===== config.mk =====
export PLATFORM = sky130hd
export DESIGN_NAME = oscsys_top
export DESIGN_NICKNAME = d
export VERILOG_FILES = /design/src/oscsys_pkg.sv /design/src/oscsys_top.sv /design/src/oscsys_clk_div.sv /design/src/oscsys_clk_mux.sv
export VERILOG_INCLUDE_DIRS = /design/src /design/src/src
export SDC_FILE = /design/constraint.sdc
export NUM_CORES = 1
export LEC_CHECK = 0
export BUFFER_PORTS_ARGS = -buffer_cell sky130_fd_sc_hd__buf_4
export CAP_MARGIN = 20
export CORE_UTILIZATION = 53
export DETAILED_ROUTE_END_ITERATION = 8
export GPL_TIMING_DRIVEN = 1
export PLACE_DENSITY = 0.87
export SKIP_CTS_REPAIR_TIMING = 1
export SLEW_MARGIN = 20
export SYNTH_ARGS = -nofsm -noshare
export SYNTH_HDL_FRONTEND = slang
export SYNTH_SLANG_ARGS = --single-unit
export TNS_END_PERCENT = 5

===== constraint.sdc =====
create_clock -name i_clk -period 2.4 [get_ports i_clk]
set_input_delay 0.48 -clock i_clk [delete_from_list [all_inputs] [get_ports i_clk]]
set_output_delay 0.48 -clock i_clk [all_outputs]
set_load 0.01 [all_outputs]

===== src/oscsys_defs.svh =====
// register map, field positions, reset values and timing counts of the clock block
// assumes the includer also sees oscsys_pkg for the types
`ifndef OSCSYS_DEFS_SVH
`define OSCSYS_DEFS_SVH

// ------------------------------------------------------------
// register addresses
// ------------------------------------------------------------
`define OSCSYS_ADDR_FINE_TRIM   8'hb0
`define OSCSYS_ADDR_EXT_CTRL    8'hb1
`define OSCSYS_ADDR_CTRL        8'hb2
`define OSCSYS_ADDR_COARSE_TRIM 8'hb3
`define OSCSYS_ADDR_P1_MASK     8'hbf
`define OSCSYS_ADDR_P1_VALUE    8'hcf

// ------------------------------------------------------------
// reset values
// ------------------------------------------------------------
`define OSCSYS_RST_CTRL         8'hc0
`define OSCSYS_RST_P1_MASK      8'h00
`define OSCSYS_RST_P1_VALUE     8'hff
`define OSCSYS_RST_EXT_CTRL     8'h00
`define OSCSYS_RST_COARSE_TRIM  7'h40
`define OSCSYS_RST_FINE_TRIM    6'h14

// ------------------------------------------------------------
// field positions
// ------------------------------------------------------------
`define OSCSYS_CTRL_EN_HI       7
`define OSCSYS_CTRL_EN_LO       6
`define OSCSYS_CTRL_SUSPEND     5
`define OSCSYS_CTRL_READY       4
`define OSCSYS_CTRL_DIV_HI      2
`define OSCSYS_EXT_VALID        7
`define OSCSYS_EXT_MODE_HI      6
`define OSCSYS_EXT_MODE_LO      4
`define OSCSYS_EXT_FREQ_HI      2
`define OSCSYS_EN_RUN           2'h3
`define OSCSYS_DIV_MAX_HALF     8'h80

// ------------------------------------------------------------
// timing
// ------------------------------------------------------------
`define OSCSYS_CLK_MHZ          200
`define OSCSYS_SETTLE_NS        1000
`define OSCSYS_SETTLE_CYC       ((`OSCSYS_SETTLE_NS * `OSCSYS_CLK_MHZ + 999) / 1000)

`endif


===== src/oscsys_pkg.sv =====
// types shared by the clock block modules
// assumes nothing beyond a SystemVerilog compiler
package oscsys_pkg;

  typedef struct packed {
    logic [7:0] addr;
    logic       wr;
    logic       rd;
    logic [7:0] wdata;
  } oscsys_sfr_req_t;

  typedef enum logic [1:0] {
    MUX_RUN,
    MUX_WAIT_OLD_LOW,
    MUX_WAIT_NEW_LOW
  } oscsys_mux_state_t;

endpackage


===== src/oscsys_top.sv =====
// internal oscillator control, system clock divide and select, suspend and wake
// assumes a 200 MHz free-running i_clk standing in for the oscillator reference,
// a byte-wide special-register port, and raw pins on the port and oscillator inputs
`timescale 1ns/1ps
`include "oscsys_defs.svh"

// Notes on behaviour
// - reset selects internal oscillator as source
// - divide code 0..7 gives 128 down to 1
// - enable field 11 runs, 00 stops oscillator
// - suspend bit stops oscillator and internal clock
// - wake on port0, port1 match or comparator low
// - wake restarts oscillator regardless of interrupt
// - processor resumes after the suspending write
// - ready flag shows oscillator at programmed frequency
// - unused bits read zero, ignore writes
// - coarse trim seven bits, factory reset value
// - fine trim six bits, software writes 0..0x27
// - port1 match when masked pins differ
// - mask zero excludes pin, one compares it
// - system clock from internal or external source
// - crystal claims two pins, other enabled modes one, off modes none
// - external mode field decodes eight codes into six modes: 000 and 001 both off, 100 and 101 alike
module oscsys_top #(
  parameter logic [6:0] COARSE_RESET = `OSCSYS_RST_COARSE_TRIM,
  parameter logic [5:0] FINE_RESET   = `OSCSYS_RST_FINE_TRIM,
  parameter int         SETTLE_CYC   = `OSCSYS_SETTLE_CYC
) (
  input  logic                         i_clk,
  input  logic                         i_rst_b,
  input  oscsys_pkg::oscsys_sfr_req_t  i_sfr,
  output logic [7:0]                   o_sfr_rdata,
  input  logic [7:0]                   i_port1_pins,
  input  logic                         i_port0_match,
  input  logic                         i_cmp_enable,
  input  logic                         i_cmp_out,
  input  logic                         i_ext_osc_clk,
  input  logic                         i_crystal_ok,
  input  logic                         i_system_clock_src_ext,
  output logic                         o_system_clock,
  output logic                         o_system_clock_is_ext,
  output logic                         o_cpu_halt,
  output logic                         o_internal_osc_run,
  output logic                         o_internal_osc_ready,
  output logic [6:0]                   o_coarse_trim,
  output logic [5:0]                   o_fine_trim,
  output logic [2:0]                   o_ext_mode,
  output logic [2:0]                   o_ext_freq_range,
  output logic                         o_ext_in_pin_claim,
  output logic                         o_ext_out_pin_claim,
  output logic                         o_wake_request,
  output logic                         o_port1_match_event
);

  initial begin
    if (SETTLE_CYC < 1 || SETTLE_CYC > 65535) $error("SETTLE_CYC out of range");
  end

  // ------------------------------------------------------------
  // register decode
  // ------------------------------------------------------------
  function automatic logic hit(input oscsys_pkg::oscsys_sfr_req_t r, input logic [7:0] a);
    hit = r.wr && (r.addr == a);
  endfunction

  wire wr_ctrl_w   = hit(i_sfr, `OSCSYS_ADDR_CTRL);
  wire wr_coarse_w = hit(i_sfr, `OSCSYS_ADDR_COARSE_TRIM);
  wire wr_fine_w   = hit(i_sfr, `OSCSYS_ADDR_FINE_TRIM);
  wire wr_mask_w   = hit(i_sfr, `OSCSYS_ADDR_P1_MASK);
  wire wr_value_w  = hit(i_sfr, `OSCSYS_ADDR_P1_VALUE);
  wire wr_ext_w    = hit(i_sfr, `OSCSYS_ADDR_EXT_CTRL);

  logic [1:0] en_q;
  logic       suspend_q;
  logic [2:0] div_q;
  logic [6:0] coarse_q;
  logic [5:0] fine_q;
  logic [7:0] mask_q;
  logic [7:0] value_q;
  logic [2:0] xmode_q;
  logic [2:0] xfreq_q;
  logic [7:0] rdata_q;

  // ------------------------------------------------------------
  // pin synchronisers
  // ------------------------------------------------------------
  logic [7:0] p1_m_q, p1_s_q;
  logic [2:0] pin_m_q, pin_s_q;

  always_ff @(posedge i_clk) begin
    if (!i_rst_b) begin
      p1_m_q  <= 8'hff;
      p1_s_q  <= 8'hff;
      pin_m_q <= 3'h1;
      pin_s_q <= 3'h1;
    end else begin
      p1_m_q  <= i_port1_pins;
      p1_s_q  <= p1_m_q;
      pin_m_q <= {i_crystal_ok, i_ext_osc_clk, i_cmp_out};
      pin_s_q <= pin_m_q;
    end
  end

  wire cmp_s_w   = pin_s_q[0];
  wire extclk_w  = pin_s_q[1];
  wire xvalid_w  = pin_s_q[2];

  // ------------------------------------------------------------
  // match and wake
  // ------------------------------------------------------------
  // raw-pin path: a suspended clock cannot be relied on to sample anything
  assign o_wake_request = (|((i_port1_pins ^ value_q) & mask_q)) || i_port0_match
                          || (i_cmp_enable && !i_cmp_out);
  wire p1_match_w = |((p1_s_q ^ value_q) & mask_q);
  wire cmp_wake_w = i_cmp_enable && !cmp_s_w;
  wire wake_w     = p1_match_w || i_port0_match || cmp_wake_w;
  assign o_port1_match_event = p1_match_w;

  // ------------------------------------------------------------
  // control registers
  // ------------------------------------------------------------
  always_ff @(posedge i_clk) begin
    if (!i_rst_b) begin
      en_q     <= 2'(`OSCSYS_RST_CTRL >> `OSCSYS_CTRL_EN_LO);
      div_q    <= 3'h0;
      coarse_q <= COARSE_RESET;
      fine_q   <= FINE_RESET;
      mask_q   <= `OSCSYS_RST_P1_MASK;
      value_q  <= `OSCSYS_RST_P1_VALUE;
      xmode_q  <= 3'h0;
      xfreq_q  <= 3'h0;
    end else begin
      if (wr_ctrl_w) begin
        en_q  <= i_sfr.wdata[`OSCSYS_CTRL_EN_HI:`OSCSYS_CTRL_EN_LO];
        div_q <= i_sfr.wdata[`OSCSYS_CTRL_DIV_HI:0];
      end
      if (wr_coarse_w) coarse_q <= i_sfr.wdata[6:0];
      if (wr_fine_w) fine_q <= i_sfr.wdata[5:0];
      if (wr_mask_w) mask_q <= i_sfr.wdata;
      if (wr_value_w) value_q <= i_sfr.wdata;
      if (wr_ext_w) begin
        xmode_q <= i_sfr.wdata[`OSCSYS_EXT_MODE_HI:`OSCSYS_EXT_MODE_LO];
        xfreq_q <= i_sfr.wdata[`OSCSYS_EXT_FREQ_HI:0];
      end
    end
  end

  // wake clears, and beats a suspend write in the same cycle
  wire suspend_d = wake_w ? 1'b0 :
                   (wr_ctrl_w && i_sfr.wdata[`OSCSYS_CTRL_SUSPEND]) ? 1'b1 : suspend_q;

  always_ff @(posedge i_clk) begin
    if (!i_rst_b) suspend_q <= 1'b0;
    else suspend_q <= suspend_d;
  end

  // ------------------------------------------------------------
  // internal oscillator run and ready
  // ------------------------------------------------------------
  // 01 and the undefined 10 both leave the oscillator off
  wire osc_run_w = (en_q == `OSCSYS_EN_RUN) && !suspend_q;
  logic [15:0] settle_q;
  logic        ready_q;

  // any trim write detunes the oscillator, so ready restarts
  always_ff @(posedge i_clk) begin
    if (!i_rst_b || !osc_run_w || wr_coarse_w || wr_fine_w) begin
      settle_q <= 16'h0000;
      ready_q  <= 1'b0;
    end else if (settle_q == 16'(SETTLE_CYC - 1)) begin
      ready_q  <= 1'b1;
    end else begin
      settle_q <= settle_q + 16'h0001;
    end
  end

  // ------------------------------------------------------------
  // external oscillator decode
  // ------------------------------------------------------------
  wire x_on_w      = xmode_q[2] | xmode_q[1];
  wire x_crystal_w = xmode_q[2:1] == 2'h3;
  wire x_halve_w   = xmode_q[0] && (xmode_q[2:1] == 2'h1 || x_crystal_w);
  logic ext_prev_q, ext_half_q;

  always_ff @(posedge i_clk) begin
    if (!i_rst_b) begin
      ext_prev_q <= 1'b0;
      ext_half_q <= 1'b0;
    end else begin
      ext_prev_q <= extclk_w;
      if (extclk_w && !ext_prev_q) ext_half_q <= ~ext_half_q;
    end
  end

  wire ext_lvl_w = !x_on_w ? 1'b0 : x_halve_w ? ext_half_q : extclk_w;
  assign o_ext_in_pin_claim  = x_crystal_w;
  assign o_ext_out_pin_claim = x_on_w;

  // ------------------------------------------------------------
  // clock path
  // ------------------------------------------------------------
  logic int_lvl_w, sel_ext_w;

  oscsys_clk_div u_div (
    .i_clk      (i_clk),
    .i_rst_b    (i_rst_b),
    .i_run      (osc_run_w),
    .i_div_code (div_q),
    .o_clk_lvl  (int_lvl_w)
  );

  oscsys_clk_mux u_mux (
    .i_clk     (i_clk),
    .i_rst_b   (i_rst_b),
    .i_int_lvl (int_lvl_w),
    .i_ext_lvl (ext_lvl_w),
    .i_sel_ext (i_system_clock_src_ext),
    .o_clk     (o_system_clock),
    .o_sel_ext (sel_ext_w)
  );

  // processor holds its next fetch, so it resumes after the suspending write
  assign o_cpu_halt = suspend_q && !sel_ext_w;

  // ------------------------------------------------------------
  // read port
  // ------------------------------------------------------------
  wire [7:0] rd_ctrl_w = {en_q, suspend_q, ready_q, 1'b0, div_q};
  wire [7:0] rd_ext_w  = {xvalid_w && x_crystal_w, xmode_q, 1'b0, xfreq_q};

  always_ff @(posedge i_clk) begin
    if (!i_rst_b) rdata_q <= 8'h00;
    else if (i_sfr.rd) begin
      unique case (i_sfr.addr)
        `OSCSYS_ADDR_CTRL:        rdata_q <= rd_ctrl_w;
        `OSCSYS_ADDR_COARSE_TRIM: rdata_q <= {1'b0, coarse_q};
        `OSCSYS_ADDR_FINE_TRIM:   rdata_q <= {2'h0, fine_q};
        `OSCSYS_ADDR_P1_MASK:     rdata_q <= mask_q;
        `OSCSYS_ADDR_P1_VALUE:    rdata_q <= value_q;
        `OSCSYS_ADDR_EXT_CTRL:    rdata_q <= rd_ext_w;
        default:                  rdata_q <= 8'h00;
      endcase
    end
  end

  assign o_sfr_rdata          = rdata_q;
  assign o_system_clock_is_ext      = sel_ext_w;
  assign o_internal_osc_run   = osc_run_w;
  assign o_internal_osc_ready = ready_q;
  assign o_coarse_trim        = coarse_q;
  assign o_fine_trim          = fine_q;
  assign o_ext_mode           = xmode_q;
  assign o_ext_freq_range     = xfreq_q;
endmodule


===== src/oscsys_clk_div.sv =====
// post-divider of the internal oscillator, modelled as a 100 MHz toggle of i_clk
// assumes i_div_code comes from logic on i_clk
`timescale 1ns/1ps
`include "oscsys_defs.svh"

module oscsys_clk_div (
  input  logic       i_clk,
  input  logic       i_rst_b,
  input  logic       i_run,
  input  logic [2:0] i_div_code,
  output logic       o_clk_lvl
);

  logic [7:0] cnt_q;
  logic       lvl_q;
  wire  [7:0] half_w = `OSCSYS_DIV_MAX_HALF >> i_div_code;

  // ------------------------------------------------------------
  // phase counter
  // ------------------------------------------------------------
  // ratio sampled only at a phase boundary, so no runt phase
  always_ff @(posedge i_clk) begin
    if (!i_rst_b) begin
      cnt_q <= 8'h00;
      lvl_q <= 1'b0;
    end else if (i_run && cnt_q == 8'h00) begin
      lvl_q <= ~lvl_q;
      cnt_q <= half_w - 8'h01;
    end else if (i_run) begin
      cnt_q <= cnt_q - 8'h01;
    end
  end

  assign o_clk_lvl = lvl_q;
endmodule


===== src/oscsys_clk_mux.sv =====
// glitch-free two-way clock level switch
// assumes both inputs are levels sampled on i_clk; an absent new clock held high stalls the switch, one held low does not
`timescale 1ns/1ps

module oscsys_clk_mux (
  input  logic i_clk,
  input  logic i_rst_b,
  input  logic i_int_lvl,
  input  logic i_ext_lvl,
  input  logic i_sel_ext,
  output logic o_clk,
  output logic o_sel_ext
);

  oscsys_pkg::oscsys_mux_state_t state_q;
  oscsys_pkg::oscsys_mux_state_t state_d;
  logic cur_q;
  logic clk_q;

  wire cur_lvl_w = cur_q ? i_ext_lvl : i_int_lvl;
  wire new_lvl_w = cur_q ? i_int_lvl : i_ext_lvl;
  wire park_w    = (state_d == oscsys_pkg::MUX_WAIT_NEW_LOW) || (state_q == oscsys_pkg::MUX_WAIT_NEW_LOW);

  // ------------------------------------------------------------
  // switch sequencing
  // ------------------------------------------------------------
  always_comb begin
    state_d = state_q;
    unique case (state_q)
      oscsys_pkg::MUX_RUN: begin
        if (i_sel_ext != cur_q) state_d = oscsys_pkg::MUX_WAIT_OLD_LOW;
      end
      oscsys_pkg::MUX_WAIT_OLD_LOW: begin
        if (!cur_lvl_w) state_d = oscsys_pkg::MUX_WAIT_NEW_LOW;
      end
      oscsys_pkg::MUX_WAIT_NEW_LOW: begin
        if (!new_lvl_w) state_d = oscsys_pkg::MUX_RUN;
      end
    endcase
  end

  always_ff @(posedge i_clk) begin
    if (!i_rst_b) begin
      state_q <= oscsys_pkg::MUX_RUN;
      cur_q   <= 1'b0;
      clk_q   <= 1'b0;
    end else begin
      state_q <= state_d;
      if (state_q == oscsys_pkg::MUX_WAIT_NEW_LOW && !new_lvl_w) cur_q <= ~cur_q;
      // output parked low across the handover, switch edge included: the old level may be high again there
      clk_q <= park_w ? 1'b0 : cur_lvl_w;
    end
  end

  assign o_clk     = clk_q;
  assign o_sel_ext = cur_q;
endmodule


==> results of run 1 <==
## sequential cells by signal, summed over array words and instances (netlist names), 7 cells and up
name           cells
o_coarse_trim      7
u_div.cnt_q        8
o_sfr_rdata        8
mask_q             8
p1_s_q             8
value_q            8
p1_m_q             8
settle_q          16
## worst max-delay path by stage
stage	slack, ns	to	depth (start not counted)	from
after CTS	0.1	u_div.cnt_q[2]$_SDFFE_PN0P_	9	u_div.cnt_q[4]$_SDFFE_PN0P_
after floorplan	0.32	u_div.cnt_q[2]$_SDFFE_PN0P_	9	u_div.cnt_q[4]$_SDFFE_PN0P_
after detailed placement	0.10	u_div.cnt_q[2]$_SDFFE_PN0P_	9	u_div.cnt_q[4]$_SDFFE_PN0P_
final	0.10	u_div.cnt_q[2]$_SDFFE_PN0P_	9	u_div.cnt_q[7]$_SDFFE_PN0P_
after global placement	0.24	u_div.cnt_q[2]$_SDFFE_PN0P_	9	u_div.cnt_q[4]$_SDFFE_PN0P_
after global routing	0.004	u_div.cnt_q[2]$_SDFFE_PN0P_	9	u_div.cnt_q[5]$_SDFFE_PN0P_
## cell families after synthesis
logic type | count (synthesis)
flip-flops | 103
AO/OA/AOI/OAI | 71
adder cells (fa/ha/maj) | 4
XOR/XNOR | 34
multiplexers | 47
AND/OR/NAND/NOR | 206
buffers and inverters | 32
## cell usage after synthesis (all sizes together), types with 2 or more instances
| cell type | instances |
|---|---|
| o211ai | 2 |
| nand2b | 20 |
| nand4 | 5 |
| a21oi | 18 |
| ha | 4 |
| and2 | 10 |
| nand3 | 16 |
| a221oi | 2 |
| or3 | 2 |
| dfxtp | 103 |
| nor2b | 10 |
| nor2 | 73 |
| inv | 10 |
| a41oi | 2 |
| nand2 | 37 |
| o21ai | 2 |
| o31ai | 2 |
| or2 | 3 |
| clkbuf | 17 |
| and3 | 4 |
| a211oi | 6 |
| nor3b | 4 |
| mux2i | 41 |
| nand4b | 2 |
| o31a | 2 |
| nor4 | 5 |
| o311ai | 2 |
| nand3b | 2 |
| and4 | 2 |
| xor2 | 26 |
| nor3 | 7 |
| buf | 5 |
| xnor2 | 8 |
| a22oi | 15 |
| mux4 | 5 |
| a31oi | 3 |
| o22ai | 3 |
## area by class of cell
| cell class | count | area, µm² |
|---|---|---|
| multi-input cells | 362 | 2450 |
| well taps | 105 | 131 |
| repair buffers | 75 | 563 |
| flip-flops and latches | 103 | 2060 |
| clock inverters | 4 | 36.3 |
| inverters | 10 | 37.5 |
| fillers | 672 | 2920 |
| clock buffers | 12 | 145 |
## layout by cell type (no fill, tap or decap), types with 3 or more instances in the layout
cell | netlist | layout
xor2_1 | 26 | 26
nand3_2 | 3 | 3
clkbuf_8 | 0 | 10
mux4_2 | 5 | 5
nor3_1 | 6 | 6
nor2_1 | 73 | 73
a21oi_1 | 18 | 18
xnor2_1 | 8 | 8
nor2b_1 | 10 | 10
nand4_1 | 5 | 5
ha_1 | 4 | 4
a211oi_1 | 6 | 6
and2_1 | 10 | 10
mux2i_1 | 41 | 41
a31oi_1 | 3 | 3
nor3b_1 | 3 | 3
and3_1 | 4 | 4
nor4_1 | 4 | 4
a22oi_1 | 15 | 15
buf_4 | 1 | 75
dfxtp_1 | 103 | 103
nand2b_1 | 20 | 20
nand3_1 | 13 | 13
nand2_1 | 37 | 37
o22ai_1 | 3 | 3
inv_1 | 10 | 10
## where the power goes
group / internal (mW) / total [mW] / switching (mW)
clock network: 0.422 / 1.02 / 0.601
registers: 1.77 / 1.83 / 0.0583
logic: 0.205 / 0.437 / 0.233
## per-stage QoR
step	instance area (µm²)	cells	hold WS (ns)	setup slack, ns	utilization
floorplan	4640	497	0.386	0.324	-
global placement	5240	655	0.389	0.238	0.629
detailed placement	5240	655	0.396	0.103	0.629
CTS	5420	671	0.297	0.0982	0.650
global route	5420	671	0.299	0.00441	0.650
finish	5420	671	0.304	0.103	0.650
## routing by layer
layer | global-route usage | part of all wire
met1 | 0.348 | 0.44
met4 | 0.103 | 0.023
met3 | 0.0542 | 0.058
met5 | 0 | 0
met2 | 0.436 | 0.48
==> flow_summary.ini, run 1 <==
[placement]
dp_hpwl_um = 8340
port-buffer-count = 69
gp_congestion = 0.916

[clocking]
path_clk_slew_ns = 0.10
cts_buffers = 9
clock_latency_ns = 0.37
h-tree-depth = 3
cts.sinks = 103
cts_tree = yes
root_buffer = clkbuf_8
ctsLongestPathBuffers = 2

[synth]
synth_ff_type = dfxtp_1
netlist.area_leader.share = 0.445
netlist_instances = 497
synth-simple-area-share = 0.228
synth_seq_area_share = 0.445
synth_compound_area_frac = 0.109
postSynthNetCount = 535
yosys.area.top_type = dfxtp_1
ys_seq_elements = 103
synth_edf_count = 0
synthesis.area_um2 = 4640
synth_area_leaders = dfxtp_1 44%, mux2i_1 8.8%, nor2_1 5.9%
synth_top_family_by_area = simple AND/OR/NAND/NOR gates
yosys_warnings = 0
synth.avg_cell_area_um2 = 9.33
synthAdderAreaFrac = 0.0108
muxShareOfSynthArea = 0.115
synthArstFlopShare = 0
synth_xor_area_frac = 0.0642
synthDistinctLibCells = 61

[min_path]
hold_class = input pin to flop
min_path_cells = 2
hp-start = i_port1_pins[3]
hold_path_end = p1_m_q[3]$_SDFF_PN1_

[route]
vias = 4004
routed_wl_um = 11400
vias_per_cell = 5.97
remaining_drc_errors = 0
wire_per_inst_um = 16.9
first_pass_iters = 5
drt_iter0_markers = 303
ant_nets = 0

[setup_path]
reg2reg_depth = 9
crit_type = flop to flop
r2r-end = u_div.cnt_q[2]$_SDFFE_PN0P_
crit_fanout = 5
cp_slowest_stage_delay_ns = 0.39
cp-start-kind = flop
critPathArrivalTime_ns = 2.57
critical_path.reg2reg.startpoint = u_div.cnt_q[7]$_SDFFE_PN0P_
r2r_slack_ns = 0.10
endpoint_kind = flop
cp_top_family = simple AND/OR/NAND/NOR gates
worst-path-buf-inv = 0
required_ns = 2.67
cp_cell_sequence = nor4_4 -> nand3_2 -> nor3_1 -> nor2_1 -> ha_1 -> nor2b_1 -> o31a_1 -> or2_1 -> a32o_1
critical-path-slowest-cell = nor4_4

[global_route]
grt_max_degree = 42
overflow = 0
grtUsageTotal = 0.268
antenna_found_initial = 0
grt_pass1_wl_um = 18800
grt_pass1_vias = 3925

[pwr]
p_total_mw = 3.29
irDropWorstVdd_mv = 0.400
p_leak_nw = 2.38
cellPowerDensity_nw_per_um2 = 607

[finish]
num_antenna_cells = 0
syn_to_final_growth_pct = 16.9
final_nets = 599
drive_above_1_share = 0.186

[timing]
setup_violations = 0
fin_crit_ns = 2.30
period_share = 0.957
drv_slew = 0
hold_viol_final = 0
grt_setup_unrepaired = no
fmax_mhz = 435
clock_skew_ns = 0.0140
slew_headroom = 0.608
worstMarginPinSlew_ns = 0.587
fin_tns_setup_ns = 0

[floorplanning]
pin_count = 70
die_height_um = 95.6
die_area_um2 = 9130
die_w_um = 95.6
coreArea_um2 = 8340
initial_core_util = 0.556
row_count = 33

[job]
cap_violations = 0

[outcome]
status = completed
(Power assumes the default switching activity.)
==> run 2: changes to the inputs <==
- CORE_UTILIZATION: 53 -> 55
- PLACE_DENSITY: 0.87 -> 0.89
- clock period: 2.4 -> 2.3 ns (I/O delays scaled with it)
==> run 2 against run 1 <==
Critical path depth is the same. Wire length grew 1.9%. First-iteration DRC count grew 7.6%. Global-route usage grew 1.1 points. Final cell count grew 0.89%. Sequential share of layout area shrank 0.52 points. Combinational power grew 13%. Count of clock-buffer cells in the layout shrank 1. Worst setup slack lost 0.0067 ns. Maximum frequency grew 4.2%. Clock skew shrank 0.0052 ns. Largest cell class unchanged.
==> flow_summary.ini, run 2 (synthesis gave the netlist of run 1 again) <==
[outcome]
status = completed

[setup_path]
reg2reg_depth = 9
r2r_slack_ns = 0.1
required_ns = 2.57
critical_path.reg2reg.startpoint = u_div.cnt_q[7]$_SDFFE_PN0P_
cp-start-kind = flop
r2r-end = u_div.cnt_q[2]$_SDFFE_PN0P_
critPathArrivalTime_ns = 2.47
endpoint_kind = flop
crit_type = flop to flop
crit_fanout = 5

[route]
remaining_drc_errors = 0
ant_nets = 0
drt_iter0_markers = 326
wire_per_inst_um = 17.1
vias_per_cell = 5.99
routed_wl_um = 11600
vias = 4055
first_pass_iters = 5

[pwr]
cellPowerDensity_nw_per_um2 = 650
p_total_mw = 3.58
irDropWorstVdd_mv = 0.367
p_leak_nw = 2.41

[timing]
slew_headroom = 0.628
fin_crit_ns = 2.20
clock_skew_ns = 0.00876
hold_viol_final = 0
hold_slack_ns = 0.274
drv_slew = 0
setup_violations = 0
fin_ws_ns = 0.0962
fmax_mhz = 454
period_share = 0.958
worstMarginPinSlew_ns = 0.557
fin_tns_setup_ns = 0

[clocking]
ctsLongestPathBuffers = 2
root_buffer = clkbuf_8
path_clk_slew_ns = 0.10
cts_buffers = 9
clock_latency_ns = 0.36
cts.sinks = 103
h-tree-depth = 3
cts_tree = yes

[global_route]
antenna_found_initial = 0
grt_pass1_wl_um = 19100
grtUsageTotal = 0.279
grt_pass1_vias = 4014
grt_max_degree = 41
overflow = 0

[finish]
fillers = 644
final_nets = 605
regMostFlops = settle_q
fin_cells = 677
final_common_cell = dfxtp_1
largest_reg_flops = 16
num_antenna_cells = 0
drive_above_1_share = 0.198
syn_to_final_growth_pct = 18.6
post-route-util = 0.673
final_area_um2 = 5500
layout_common_cells = 103 x dfxtp_1, 81 x buf_4, 73 x nor2_1

[placement]
place_inst = 660
dp_hpwl_um = 8370
dpl_cell_area_um2 = 5280
gp_congestion = 0.893
port-buffer-count = 69
pre_cts_slack_ns = 0.104

[floorplanning]
die_height_um = 93.8
coreArea_um2 = 8180
initial_core_util = 0.567
die_area_um2 = 8800
row_count = 33
die_w_um = 93.8
pin_count = 70

[min_path]
hp-start = i_cmp_out
hold_path_end = pin_m_q[0]$_SDFF_PN1_
hold_class = input pin to flop
min_path_cells = 3

[job]
cap_violations = 0
[run 2: power breakdown]
part           switching (mW)  internal [mW]
clock network           0.630          0.545
registers              0.0588           1.85
logic                   0.258          0.234
[run 2: critical path, stage by stage (launching register included)]
cell,delay (ns)
dfxtp_1,0.35
nor4_4,0.40
nand3_2,0.14
nor3_2,0.21
nor2_1,0.06
ha_1,0.23
nor2b_1,0.15
o31a_1,0.13
or2_1,0.23
a32o_1,0.20
[run 2: final cells by class]
cell class,count,area (µm²),area share
Sequential cell,103,2060,0.375
Timing Repair Buffer,81,608,0.111
Inverter,10,37.5,0.00683
Tap cell,105,131,0.0239
Clock buffer,11,141,0.0257
Multi-Input combinational cell,362,2450,0.446
Clock inverter,5,65.1,0.0118
[run 2: how the worst max path moves through the flow]
stage,start,slack [ns],to,cells past startpoint
2_1_floorplan,u_div.cnt_q[4]$_SDFFE_PN0P_,0.22,u_div.cnt_q[2]$_SDFFE_PN0P_,9
3_3_place_gp,u_div.cnt_q[4]$_SDFFE_PN0P_,0.18,u_div.cnt_q[2]$_SDFFE_PN0P_,9
3_5_place_dp,u_div.cnt_q[4]$_SDFFE_PN0P_,0.10,u_div.cnt_q[2]$_SDFFE_PN0P_,9
4_1_cts,u_div.cnt_q[4]$_SDFFE_PN0P_,0.11,u_div.cnt_q[2]$_SDFFE_PN0P_,9
5_1_grt,u_div.cnt_q[7]$_SDFFE_PN0P_,-0.06,u_div.cnt_q[2]$_SDFFE_PN0P_,9
6_report,u_div.cnt_q[7]$_SDFFE_PN0P_,0.1,u_div.cnt_q[2]$_SDFFE_PN0P_,9
[run 2: routing by layer]
layer	global-route usage	wire length, µm	vias up
met1	0.356	4890	1945
li1	-	-	1887
met2	0.462	5600	194
met5	0	0	-
met3	0.0550	800	29
met4	0.109	289	0
==> run 3: changes to the inputs <==
- CORE_UTILIZATION: 55 -> 41
- PLACE_DENSITY: 0.89 -> 0.73
==> run 3 against run 2 <==
Final cell count up 5.0%. Critical path depth unchanged. Maximum frequency up 2.0%. Sequential share of layout area down 0.82 points. Clock power up 20%. Register-to-register slack better by 0.04 ns. Flip-flop and latch count unchanged.
==> flow_summary.ini, run 3 (synthesis gave the netlist of run 1 again) <==
[outcome]
status = completed

[route]
vias = 3995
drt_iter0_markers = 361
wire_per_inst_um = 16.5
routed_wl_um = 11800
first_pass_iters = 7
vias_per_cell = 5.62
remaining_drc_errors = 0
ant_nets = 0

[floorplanning]
pin_count = 70
die_w_um = 108
row_count = 38
die_area_um2 = 11700
coreArea_um2 = 10900
initial_core_util = 0.424
die_height_um = 108

[setup_path]
critPathArrivalTime_ns = 2.39
endpoint_kind = flop
startpoint = u_div.cnt_q[7]$_SDFFE_PN0P_
required_ns = 2.53
crit_fanout = 5
crit_type = flop to flop
cp-start-kind = flop
critical_path.reg2reg.startpoint = u_div.cnt_q[7]$_SDFFE_PN0P_

[finish]
multi_input_area_um2 = 2460
largest_reg_flops = 16
syn_to_final_growth_pct = 21.2
final_common_cell = dfxtp_1
regArea_um2 = 2060
final_nets = 605
final_area_um2 = 5620
layout_common_cells = 103 x dfxtp_1, 81 x buf_4, 73 x nor2_1
regMostFlops = settle_q
drive_above_1_share = 0.196
fillers = 1029
num_antenna_cells = 0

[clocking]
cts_buffers = 9
ctsLongestPathBuffers = 2
h-tree-depth = 3
clock_latency_ns = 0.33
path_clk_slew_ns = 0.07
root_buffer = clkbuf_16
cts.sinks = 103
cts_tree = yes

[pwr]
cellPowerDensity_nw_per_um2 = 681
p_leak_nw = 2.45
irDropWorstVdd_mv = 0.527

[timing]
fin_crit_ns = 2.16
slew_headroom = 0.634
setup_violations = 0
fin_tns_setup_ns = 0
fmax_mhz = 463
drv_slew = 0
grt_setup_unrepaired = no
worstMarginPinSlew_ns = 0.548
clock_skew_ns = 0.00809
hold_viol_final = 0
period_share = 0.939

[placement]
dpl_cell_area_um2 = 5320
gp_congestion = 0.860
dp_hpwl_um = 8500
port-buffer-count = 69

[global_route]
grt_max_degree = 41
grt_pass1_vias = 3714
grtUsageTotal = 0.211
antenna_found_initial = 0
grt_pass1_wl_um = 19100
overflow = 0

[min_path]
hp-start = i_cmp_out
hold_class = input pin to flop

[job]
cap_violations = 0
run 3: metrics by stage:
step                      hold WS [ns]  worst slack (ns)  utilization  total power, mW  std cells
final                            0.320             0.140        0.514             3.83        711
after global routing             0.324            0.0106        0.514             3.99        711
after CTS                        0.316            0.0709        0.512             3.84        710
after detailed placement         0.391            0.0738        0.487             2.41        695
after global placement           0.389             0.185        0.487             2.39        695
after floorplan                  0.386             0.224            -             2.24        497
run 3: path summary, 6_finish.rpt:
check                           endpoint  slack [ns]  cells after the start
max          u_div.cnt_q[2]$_SDFFE_PN0P_        0.14                      9
min                pin_m_q[0]$_SDFF_PN1_        0.32                      3
max reg2reg  u_div.cnt_q[2]$_SDFFE_PN0P_        0.14                      9
min reg2reg         p1_s_q[2]$_SDFF_PN1_        0.41                      1
run 3: area by class of cell:
type / instances / share of cell area
Multi-Input combinational cell: 362 / 0.438
Sequential cell: 103 / 0.367
Timing Repair Buffer: 81 / 0.108
Clock buffer: 11 / 0.0432
Tap cell: 140 / 0.0312
Inverter: 10 / 0.00668
Clock inverter: 4 / 0.00645
run 3: layer usage:
metal / up-vias / GRT usage / share of wire
met1: 1913 / 0.298 / 0.46
met5: - / 0 / 0
met3: 20 / 0.0404 / 0.071
met2: 176 / 0.323 / 0.45
met4: 0 / 0.0666 / 0.017
li1: 1886 / - / -
run 3: power by group:
part | leakage [nW] | switching, mW | internal, mW
Sequential | 0.839 | 0.0615 | 1.85
Clock | 0.135 | 0.649 | 0.773
Combinational | 1.48 | 0.260 | 0.231
Total | 2.45 | 0.970 | 2.86
run 3: worst max-delay path, stage by stage, from the launching register on:
cell,delay (ns)
dfxtp_1,0.34
nor4_4,0.40
nand3_2,0.14
nor3_2,0.19
nor2_1,0.06
ha_1,0.22
nor2b_1,0.14
o31a_1,0.13
or2_1,0.24
a32o_1,0.19
